`src/rtl/tlb_inval_pkg.sv`:
```
package tlb_inval_pkg;

   // Register byte offsets
   localparam logic [7:0] CFG_OFFSET    = 8'h00;
   localparam logic [7:0] STATUS_OFFSET = 8'h04;

   // Control/capability field positions in the config register
   localparam int HOST_EXT_POS = 0;
   localparam int HYP_POS      = 1;
   localparam int REALM_POS    = 2;
   localparam int SEC_S2_POS   = 3;
   localparam int NS_S2_POS    = 4;
   localparam int STAGE1_POS   = 5;
   localparam int CFG_W        = 6;

   // Stage 1 and hypervisor support on, everything else off
   localparam logic [CFG_W-1:0] CFG_RESET = 6'h22;

   // Status register field positions
   localparam int ILL_CNT_POS = 0;
   localparam int VALID_CNT_POS = 8;

   localparam logic [7:0] ILL_CNT_RESET = 8'h00;

   typedef enum logic [3:0] {
      kernel_inval_all_cmd          = 4'h0,
      kernel_inval_by_tag_cmd       = 4'h1,
      kernel_inval_addr_alltags_cmd = 4'h2,
      kernel_inval_addr_cmd         = 4'h3,
      monitor_inval_all_cmd         = 4'h4,
      monitor_inval_addr_cmd        = 4'h5,
      hyp_inval_all_cmd             = 4'h6,
      hyp_inval_addr_cmd            = 4'h7,
      hyp_inval_addr_alltags_cmd    = 4'h8,
      hyp_inval_by_tag_cmd          = 4'h9
   } cmd_type;

   typedef enum logic [2:0] {
      regime_ns_kernel    = 3'h0,
      regime_sec_kernel   = 3'h1,
      regime_hyp          = 3'h2,
      regime_host_ext_hyp = 3'h3,
      regime_monitor      = 3'h4
   } translation_regime_tag_type;

endpackage

```
`src/rtl/tlb_stage1_inval.sv`:
```
`timescale 1ns/100ps
// How it works
// RULE_01 - Nonsecure kernel all: kernel entries of tag
// RULE_02 - Secure all, no stage 2: every secure kernel entry
// RULE_03 - Secure all with stage 2: kernel entries of tag
// RULE_04 - Nonsecure by tag: nonglobal, tag and machine match
// RULE_05 - Secure by tag, no stage 2: tag only
// RULE_06 - Secure by tag with stage 2: both tags
// RULE_07 - Nonsecure address all tags: address within machine
// RULE_08 - Secure address all tags: machine only with stage 2
// RULE_09 - Nonsecure by address: tag match or global
// RULE_10 - Secure by address: machine only with stage 2
// RULE_11 - Leaf flag limits hits to last level
// RULE_12 - Monitor commands hit monitor entries, all or address
// RULE_13 - Monitor commands illegal on nonsecure queue
// RULE_14 - Monitor commands illegal when realm extension present
// RULE_15 - Hypervisor all hits plain and host-extended entries
// RULE_16 - Hypervisor commands illegal without hypervisor support
// RULE_17 - Hypervisor commands ignore the issuing queue
// RULE_18 - Host extension on: host-extended, tag or global
// RULE_19 - Host extension off: plain hypervisor by address
// RULE_20 - Hypervisor address all tags follows host extension
// RULE_21 - Software keeps host extension known while queued
// RULE_22 - Hypervisor by tag: nonglobal host-extended only
// RULE_23 - Stage 2 only: every command illegal
// RULE_24 - Machine tag compared only with stage 2
// RULE_25 - Entries outside scope stay valid
module tlb_stage1_inval #(
   parameter int ENTRIES = 8,
   parameter int MTAG_W  = 16,
   parameter int STAG_W  = 16,
   parameter int PAGE_W  = 40,
   parameter int IDX_W   = $clog2(ENTRIES)
) (
   input  wire logic                                      core_clk,
   input  wire logic                                      sys_rst,
   // Wishbone classic slave
   input  wire logic                                      wb_cyc_i,
   input  wire logic                                      wb_stb_i,
   input  wire logic                                      wb_we_i,
   input  wire logic [7:0]                                wb_adr_i,
   input  wire logic [3:0]                                wb_sel_i,
   input  wire logic [31:0]                               wb_dat_i,
   output logic                                           wb_ack_o,
   output logic      [31:0]                               wb_dat_o,
   // Command from either queue
   input  wire logic                                      cmd_valid,
   input  wire tlb_inval_pkg::cmd_type                    cmd_op,
   input  wire logic                                      cmd_secure,
   input  wire logic [MTAG_W-1:0]                         cmd_mtag,
   input  wire logic [STAG_W-1:0]                         cmd_stag,
   input  wire logic [PAGE_W-1:0]                         cmd_page,
   input  wire logic                                      cmd_leaf,
   output logic                                           cmd_done,
   output logic                                           cmd_illegal,
   // Entry fill from the walker
   input  wire logic                                      fill_valid,
   input  wire logic [IDX_W-1:0]                          fill_index,
   input  wire tlb_inval_pkg::translation_regime_tag_type fill_regime,
   input  wire logic                                      fill_global,
   input  wire logic [MTAG_W-1:0]                         fill_mtag,
   input  wire logic [STAG_W-1:0]                         fill_stag,
   input  wire logic [PAGE_W-1:0]                         fill_page,
   input  wire logic                                      fill_leaf,
   output logic      [ENTRIES-1:0]                        entry_valid
);

   logic [tlb_inval_pkg::CFG_W-1:0]        cfg_q;
   logic [ENTRIES-1:0]                     valid_q;
   logic [ENTRIES-1:0]                     valid_d;
   tlb_inval_pkg::translation_regime_tag_type rg_q [ENTRIES];
   logic [ENTRIES-1:0]                     glb_q;
   logic [ENTRIES-1:0]                     leaf_q;
   logic [MTAG_W-1:0]                      mtag_q [ENTRIES];
   logic [STAG_W-1:0]                      stag_q [ENTRIES];
   logic [PAGE_W-1:0]                      page_q [ENTRIES];
   logic [ENTRIES-1:0]                     hit;
   logic [ENTRIES-1:0]                     fill_oh;
   logic [ENTRIES-1:0]                     kern_m;
   logic [ENTRIES-1:0]                     vm_m;
   logic [ENTRIES-1:0]                     as_m;
   logic [ENTRIES-1:0]                     ad_m;
   logic                                   illegal;
   logic                                   apply;
   logic                                   s2_here;
   logic                                   host_ext;
   tlb_inval_pkg::translation_regime_tag_type kern_rg;
   logic                                   done_q;
   logic                                   ill_q;
   logic [7:0]                             ill_cnt_q;
   logic [7:0]                             valid_cnt;
   logic                                   ack_q;
   logic [31:0]                            rdat_q;
   logic                                   wb_req;

   assign wb_ack_o    = ack_q;
   assign wb_dat_o    = rdat_q;
   assign cmd_done    = done_q;
   assign cmd_illegal = ill_q;
   assign entry_valid = valid_q;

   assign host_ext = cfg_q[tlb_inval_pkg::HOST_EXT_POS];
   // Stage 2 presence for the queue the command came from
   assign s2_here = cmd_secure ? cfg_q[tlb_inval_pkg::SEC_S2_POS]
                               : cfg_q[tlb_inval_pkg::NS_S2_POS];
   assign kern_rg = cmd_secure ? tlb_inval_pkg::regime_sec_kernel
                               : tlb_inval_pkg::regime_ns_kernel;
   assign apply   = cmd_valid && !illegal;

   // Legality of the command
   always_comb begin
      illegal = 1'b0;
      unique case (cmd_op)
         tlb_inval_pkg::kernel_inval_all_cmd,
         tlb_inval_pkg::kernel_inval_by_tag_cmd,
         tlb_inval_pkg::kernel_inval_addr_alltags_cmd,
         tlb_inval_pkg::kernel_inval_addr_cmd: begin
            illegal = 1'b0;
         end
         tlb_inval_pkg::monitor_inval_all_cmd,
         tlb_inval_pkg::monitor_inval_addr_cmd: begin
            illegal = !cmd_secure || cfg_q[tlb_inval_pkg::REALM_POS]; // see RULE_13 see RULE_14
         end
         tlb_inval_pkg::hyp_inval_all_cmd,
         tlb_inval_pkg::hyp_inval_addr_cmd,
         tlb_inval_pkg::hyp_inval_addr_alltags_cmd,
         tlb_inval_pkg::hyp_inval_by_tag_cmd: begin
            illegal = !cfg_q[tlb_inval_pkg::HYP_POS]; // see RULE_16
         end
         default: begin
            illegal = 1'b1;
         end
      endcase
      if (!cfg_q[tlb_inval_pkg::STAGE1_POS]) begin
         illegal = 1'b1; // see RULE_23
      end
   end

   // Per-entry scope match
   always_comb begin
      for (int i = 0; i < ENTRIES; i++) begin
         kern_m[i] = rg_q[i] == kern_rg;
         vm_m[i]   = !s2_here || mtag_q[i] == cmd_mtag; // see RULE_24
         as_m[i]   = stag_q[i] == cmd_stag;
         // Leaf-only requests spare cached intermediate table entries
         ad_m[i]   = page_q[i] == cmd_page && (!cmd_leaf || leaf_q[i]); // see RULE_11
         unique case (cmd_op)
            tlb_inval_pkg::kernel_inval_all_cmd: begin
               hit[i] = kern_m[i] && vm_m[i]; // see RULE_01 see RULE_02 see RULE_03
            end
            tlb_inval_pkg::kernel_inval_by_tag_cmd: begin
               hit[i] = kern_m[i] && vm_m[i] && as_m[i]
                     && !glb_q[i]; // see RULE_04 see RULE_05 see RULE_06
            end
            tlb_inval_pkg::kernel_inval_addr_alltags_cmd: begin
               hit[i] = kern_m[i] && vm_m[i] && ad_m[i]; // see RULE_07 see RULE_08
            end
            tlb_inval_pkg::kernel_inval_addr_cmd: begin
               hit[i] = kern_m[i] && vm_m[i] && ad_m[i]
                     && (as_m[i] || glb_q[i]); // see RULE_09 see RULE_10
            end
            tlb_inval_pkg::monitor_inval_all_cmd: begin
               hit[i] = rg_q[i] == tlb_inval_pkg::regime_monitor; // see RULE_12
            end
            tlb_inval_pkg::monitor_inval_addr_cmd: begin
               hit[i] = rg_q[i] == tlb_inval_pkg::regime_monitor && ad_m[i]; // see RULE_12
            end
            // Hypervisor scopes never look at the queue
            tlb_inval_pkg::hyp_inval_all_cmd: begin
               hit[i] = rg_q[i] == tlb_inval_pkg::regime_hyp
                     || rg_q[i] == tlb_inval_pkg::regime_host_ext_hyp; // see RULE_15 see RULE_17
            end
            tlb_inval_pkg::hyp_inval_addr_cmd: begin
               if (host_ext) begin
                  hit[i] = rg_q[i] == tlb_inval_pkg::regime_host_ext_hyp
                        && ad_m[i] && (as_m[i] || glb_q[i]); // see RULE_18
               end else begin
                  hit[i] = rg_q[i] == tlb_inval_pkg::regime_hyp && ad_m[i]; // see RULE_19
               end
            end
            tlb_inval_pkg::hyp_inval_addr_alltags_cmd: begin
               hit[i] = ad_m[i] && rg_q[i] == (host_ext ? tlb_inval_pkg::regime_host_ext_hyp
                                                      : tlb_inval_pkg::regime_hyp); // see RULE_20
            end
            tlb_inval_pkg::hyp_inval_by_tag_cmd: begin
               hit[i] = rg_q[i] == tlb_inval_pkg::regime_host_ext_hyp
                     && as_m[i] && !glb_q[i]; // see RULE_22
            end
            default: begin
               hit[i] = 1'b0;
            end
         endcase
      end
   end

   always_comb begin
      fill_oh = '0;
      if (fill_valid) begin
         fill_oh[fill_index] = 1'b1;
      end
      // A fill in the same cycle lands after the invalidation
      valid_d = (valid_q & ~(apply ? hit : '0)) | fill_oh; // see RULE_25
   end

   always_ff @(posedge core_clk) begin
      if (sys_rst) begin
         valid_q <= '0;
      end else begin
         valid_q <= valid_d;
      end
   end

   // Entry payload carries no reset; valid_q guards it
   always_ff @(posedge core_clk) begin
      if (fill_valid) begin
         rg_q[fill_index]   <= fill_regime;
         glb_q[fill_index]  <= fill_global;
         leaf_q[fill_index] <= fill_leaf;
         mtag_q[fill_index] <= fill_mtag;
         stag_q[fill_index] <= fill_stag;
         page_q[fill_index] <= fill_page;
      end
   end

   always_ff @(posedge core_clk) begin
      if (sys_rst) begin
         done_q    <= 1'b0;
         ill_q     <= 1'b0;
         ill_cnt_q <= tlb_inval_pkg::ILL_CNT_RESET;
      end else begin
         done_q <= cmd_valid;
         ill_q  <= cmd_valid && illegal;
         if (cmd_valid && illegal) begin
            ill_cnt_q <= ill_cnt_q + 8'h01;
         end
      end
   end

   always_comb begin
      valid_cnt = 8'h00;
      for (int i = 0; i < ENTRIES; i++) begin
         valid_cnt = valid_cnt + {7'h00, valid_q[i]};
      end
   end

   // Wishbone: one wait state, ack drops the cycle after
   assign wb_req = wb_cyc_i && wb_stb_i && !ack_q;

   always_ff @(posedge core_clk) begin
      if (sys_rst) begin
         ack_q  <= 1'b0;
         rdat_q <= 32'h0000_0000;
         cfg_q  <= tlb_inval_pkg::CFG_RESET;
      end else begin
         ack_q  <= wb_req;
         rdat_q <= 32'h0000_0000;
         // Commit on the edge where the master sees ack, so an abandoned cycle writes nothing
         if (wb_cyc_i && wb_stb_i && ack_q && wb_we_i && wb_sel_i[0]
             && wb_adr_i == tlb_inval_pkg::CFG_OFFSET) begin
            cfg_q <= wb_dat_i[tlb_inval_pkg::CFG_W-1:0];
         end
         if (wb_req && !wb_we_i) begin
            if (wb_adr_i == tlb_inval_pkg::CFG_OFFSET) begin
               rdat_q <= {26'h000_0000, cfg_q};
            end else if (wb_adr_i == tlb_inval_pkg::STATUS_OFFSET) begin
               rdat_q <= {16'h0000, valid_cnt, ill_cnt_q};
            end
         end
      end
   end

   for (genvar g = 0; g < ENTRIES; g++) begin : g_chk
      logic no_fill;
      assign no_fill = !(fill_valid && fill_index == IDX_W'(g));

   end
endmodule

```
`config.mk`:
```
export PLATFORM = sky130hd
export DESIGN_NAME = tlb_stage1_inval
export DESIGN_NICKNAME = d
export VERILOG_FILES = /design/src/rtl/tlb_inval_pkg.sv /design/src/rtl/tlb_stage1_inval.sv
export SDC_FILE = /design/constraint.sdc
export NUM_CORES = 1
export LEC_CHECK = 0
export ABC_CLOCK_PERIOD_IN_PS = 6900
export BUFFER_PORTS_ARGS = -buffer_cell sky130_fd_sc_hd__buf_2
export CAP_MARGIN = 25
export CORE_MARGIN = 10
export CORE_UTILIZATION = 48
export DETAILED_ROUTE_END_ITERATION = 10
export PLACE_DENSITY = 0.67
export SYNTH_ARGS = -nofsm -noshare
export SYNTH_HDL_FRONTEND = slang
export SYNTH_SLANG_ARGS = --single-unit
```
`constraint.sdc`:
```
create_clock -name core_clk -period 6.9 [get_ports core_clk]
set_input_delay 0.345 -clock core_clk [delete_from_list [all_inputs] [get_ports core_clk]]
set_output_delay 0.345 -clock core_clk [all_outputs]
set_load 0.02 [all_outputs]
```
Word-level counts from Yosys, hierarchy flattened

Memories as Yosys holds them, arrays and structs flattened.
Cells that the tools add are included.
Widths: inputs -> output; s select.

Register bits after elaboration: 73
Memory bits (writable): 600
Output and inout bits: 43
Word-level logic and storage cells: 305
Memories: 4

$add $sub $neg: 8
$lt $le $gt $ge: 2
Equal/unequal tests: 74
Mux-type cells: 31
Bitwise logic cells: 5
Reductions and logical operators: 170

Memory list:

| name   | words | bits a word | rd ports | clocked after memory_dff | write ports | line                   | text |
|---|---|---|---|---|---|---|---|
| page_q | 8     | 40          | 8        | 0                        | 1           | tlb_stage1_inval.sv:76 | `logic [PAGE_W-1:0] page_q [ENTRIES];` |
| mtag_q | 8     | 16          | 8        | 0                        | 1           | tlb_stage1_inval.sv:74 | `logic [MTAG_W-1:0] mtag_q [ENTRIES];` |
| stag_q | 8     | 16          | 8        | 0                        | 1           | tlb_stage1_inval.sv:75 | `logic [STAG_W-1:0] stag_q [ENTRIES];` |
| rg_q   | 8     | 3           | 8        | 0                        | 1           | tlb_stage1_inval.sv:71 | `tlb_inval_pkg::translation_regime_tag_type rg_q [ENTRIES];` |

Operators by type and width:

| cell                | number |
|---|---|
| $eq 40x40->1        | 8 |
| $eq 16x16->1        | 16 |
| $logic_and 1x1->1   | 114 |
| $pmux 1 s10         | 8 |
| $eq 3x2->1 const B  | 16 |
| $logic_or 1x1->1    | 33 |
| $eq 3x1->1          | 8 |
| $eq 3x3->1 const B  | 8 |
| $eq 3x3->1          | 6 |
| $bwmux 8            | 2 |
| $eq 4x3->1 const B  | 4 |
| $mux 8              | 2 |
| $logic_not 1->1     | 15 |
| $mux 1              | 15 |
| $mux 6              | 2 |
| $reduce_or 4->1     | 3 |
| $add 7x1->8         | 1 |
| $add 8x1->8 const B | 1 |
| $and 8x8->8         | 1 |
| $eq 4x2->1 const B  | 2 |
| $eq 4x4->1 const B  | 2 |
| $eq 8x3->1 const B  | 1 |
| $logic_not 8->1     | 1 |
| $not 8->8           | 1 |
| 17 further kinds    | 20 |

Depth between registers and ports, before layout

Depth after elaboration: 11
Depth in mapped cells: 10
Depth with buffers taken out: 10

Worst setup path after synthesis

No wires, ideal clock.

Path type: input to register
Start point: input fill_index[1]
End point: register glb_q[1], enable pin
Arrival time: 5797 ps
Required time: 6287 ps
Slack: 491 ps
Cell stages on the path: 1
Path buffers: 0
Path through: nor3_1

RTL lines:

| what                            | line                    | text |
|---|---|---|
| from (decl)                     | tlb_stage1_inval.sv:58  | `input wire logic [IDX_W-1:0] fill_index,` |
| to (signal, indexed assignment) | tlb_stage1_inval.sv:217 | `glb_q[fill_index] <= fill_global;` |
| to (decl)                       | tlb_stage1_inval.sv:72  | `logic [ENTRIES-1:0] glb_q;` |

Worst setup path after layout

Start point: register valid_q[0], in the netlist entry_valid[0]
End point: register rdat_q[10], in the netlist wb_dat_o[10]

Cells in the longest elaborated chain, start to end: 7

RTL lines:

| what                   | line                    | text |
|---|---|---|
| from (decl)            | tlb_stage1_inval.sv:69  | `logic [ENTRIES-1:0] valid_q;` |
| from (signal assigned) | tlb_stage1_inval.sv:209 | `valid_q <= valid_d;` |
| $add 1x1->2            | tlb_stage1_inval.sv:242 | `valid_cnt = valid_cnt + {7'h00, valid_q[i]};` |
| $add 2x1->3            | tlb_stage1_inval.sv:242 |  |
| $add 3x1->4            | tlb_stage1_inval.sv:242 |  |
| $add 4x1->5            | tlb_stage1_inval.sv:242 |  |
| $add 5x1->6            | tlb_stage1_inval.sv:242 |  |
| $add 6x1->7            | tlb_stage1_inval.sv:242 |  |
| $add 7x1->8            | tlb_stage1_inval.sv:242 |  |
| to (signal assigned)   | tlb_stage1_inval.sv:264 | `rdat_q <= {26'h000_0000, cfg_q};` |
| to (signal assigned)   | tlb_stage1_inval.sv:266 | `rdat_q <= {16'h0000, valid_cnt, ill_cnt_q};` |
| to (decl)              | tlb_stage1_inval.sv:93  | `logic [31:0] rdat_q;` |

No other way between the ends.
A chain may end at the register's enable or synchronous reset.

==> impl_metrics.json <==
{
  "postCtsSetupRepairBufs": 0,
  "hold_buffers": 8,
  "synth_cells": 1847,
  "tns_ns": 0,
  "grtUsageTotal_pct": 21.9,
  "seq_area_frac_synth_pct": 68.4,
  "slew_headroom_pct": 30.6,
  "ys.flop_type": "edfxtp_1",
  "crit_type": "reg -> reg",
  "max_slew.worst_pin.slew_ns": 1.03,
  "synth_top_area_share_pct": 65.8,
  "routed_via_density": 5.63,
  "die_h_um": 262,
  "root_buffer": "clkbuf_16",
  "drtIter0Drc": 1414,
  "yosysTopAreaCell": "edfxtp_1",
  "row_count": 88,
  "vdd_drop_max_v": 0.000217,
  "fmax_mhz": 333,
  "cts_made_buffers": 70,
  "initial_utilization_pct": 48.6,
  "period_minus_slack_ns": 3.00,
  "fp.coreArea_mm2": 0.0579,
  "netlist_top_cells_count": "edfxtp_1 (616), xnor2_1 (311), xor2_1 (280), nand4_1 (92), nor4_1 (88)",
  "grt_overflow": 0,
  "routedWlPerCell_um": 26.5,
  "synth_top_cells_by_area": "edfxtp_1 (66%), xnor2_1 (9.7%), xor2_1 (8.7%), dfxtp_1 (2.6%), nand4_1 (2.0%)",
  "clock_path_buffers": 3,
  "syn_area_per_cell_um2": 15.2,
  "ant_nets": 0,
  "ys_ff_latch": 653,
  "fin_crit_sh_pct": 43.5,
  "grt_pass1_wl_um": 109000,
  "place_congestion": 0.844,
  "final_cell_area_mm2": 0.0320,
  "yosys_warnings": 0,
  "fin_util_pct": 55.3,
  "drive_gt1_share_pct": 15.8,
  "synth_edf_count": 616,
  "die_width_um": 262,
  "dpl_cell_area_mm2": 0.0297,
  "setup_viol": 0,
  "critPathMaxFanout": 4,
  "min_path_cells": 1,
  "drv_cap": 0,
  "syn2layout_area_growth_pct": 13.9,
  "p_leak_uw": 0.0105,
  "firstDrtPassIters": 5,
  "num_vias": 16200,
  "endpoint_kind": "flip-flop",
  "synth_cell_types": 66,
  "cts_resized": 0,
  "cp_data_required_time_ns": 7.39,
  "worst-r2r-cell-count": 10,
  "portBuffers": 202,
  "cts_num_sinks": 653,
  "htreeDepth": 3,
  "hold_viol": 0,
  "fin_hold_ws_ns": 0.0356,
  "clock_skew_ns": 0.0234,
  "io_pins": 252,
  "synth.most_common_cell": "edfxtp_1",
  "postSynth.asyncResetShare_pct": 0,
  "antenna_found_initial": 9,
  "power.total_uw": 8810,
  "wl_um": 76200,
  "clock_latency_ns": 0.61,
  "startpoint_type": "flip-flop",
  "die_area_mm2": 0.0687,
  "hold_class": "in -> reg",
  "cts_tree": "yes",
  "grt_pass1_vias": 16300,
  "netlist_area_mm2": 0.0281,
  "status": "complete, no violations",
  "drc": 0,
  "clkTransAtPathRegs_ns": 0.06,
  "hpwlAfterDp_um": 51100,
  "nets": 2271,
  "slew_viol_final": 0,
  "power_per_cell_area_mw_per_mm2": 275,
  "rsz0062_at_grt": "false",
  "crit_arrival_ns": 3.49,
  "grt_max_degree": 70
}
## per-stage QoR
step	setup slack, ns	std cells
3_5_place_dp	3.78	2738
4_1_cts	3.88	2874
3_3_place_gp	3.85	2737
5_1_grt	3.77	2879
2_1_floorplan	0.491	1866
6_report	3.90	2880
## final cells by class
type,instances,area (um2)
flip-flops and latches,653,19200
repair buffers,222,1200
inverters,25,93.8
fillers,4670,25900
clock inverters,44,332
clock buffers,84,1850
well taps,765,957
diodes,5,12.5
multi-input cells,1082,8370
## power breakdown
part	switching (uW)	total (uW)	internal, uW
Sequential	61.4	4530	4470
Clock	1520	3580	2060
Combinational	449	691	242
## final timing paths
kind / endpoint / slack, ns / from
setup / recovery: wb_dat_o[10]$_SDFF_PP0_ / 3.90 / entry_valid[0]$_SDFF_PP0_
hold / removal: stag_q[5][6]$_DFFE_PP_ / 0.04 / fill_stag[6]
setup reg to reg: wb_dat_o[10]$_SDFF_PP0_ / 3.90 / entry_valid[0]$_SDFF_PP0_
hold reg to reg: wb_dat_o[1]$_SDFF_PP0_ / 0.50 / cfg_q[1]$_SDFFE_PP1P_
## critical path, cell delays in order, from the launching register on
cell and delay [ns]:
dfxtp_1 0.37, fa_1 0.55, inv_1 0.05, fa_1 0.49, fa_1 0.41, inv_1 0.08
ha_1 0.17, inv_1 0.07, fa_1 0.43, xnor2_1 0.13, and2_1 0.15
## registers in the layout (all words and copies together) (netlist names)
register and count:
mtag_q 128, page_q 320, cmd_illegal 1, stag_q 128, glb_q 8, wb_ack_o 1
entry_valid 8, ill_cnt_q 8, leaf_q 8, rg_q 24, cfg_q 6, wb_dat_o 12
cmd_done 1
## cell families after synthesis
| logic type | after synthesis | synth area share (%) |
|---|---|---|
| other | 1 | 0.0133 |
| AND/OR/NAND/NOR | 363 | 7.71 |
| multiplexers | 8 | 0.289 |
| buffers and inverters | 131 | 2.34 |
| XOR/XNOR | 591 | 18.4 |
| AO/OA/AOI/OAI | 92 | 2.41 |
| flip-flops | 653 | 68.4 |
| adder cells (fa/ha/maj) | 8 | 0.463 |
## cells in the final DEF (no fill, tap or decap), drive strengths merged, types with 19 or more instances in the layout
cell type and instances:
nand2 25, inv 28, nand4 92, clkinv 34
dfxtp 37, nand3 23, conb 20, xor2 280
clkbuf 84, edfxtp 616, buf 214, a21oi 19
xnor2 311, nor4 93, nor2 36, nor3 27
## layer usage
layer / track usage [%] / wire [um]
met4: 7.55 / 2310
met2: 36.0 / 37100
met1: 28.7 / 31200
met5: 0 / 40
met3: 4.37 / 5580
Note: power is estimated with default switching activity, not from simulation.
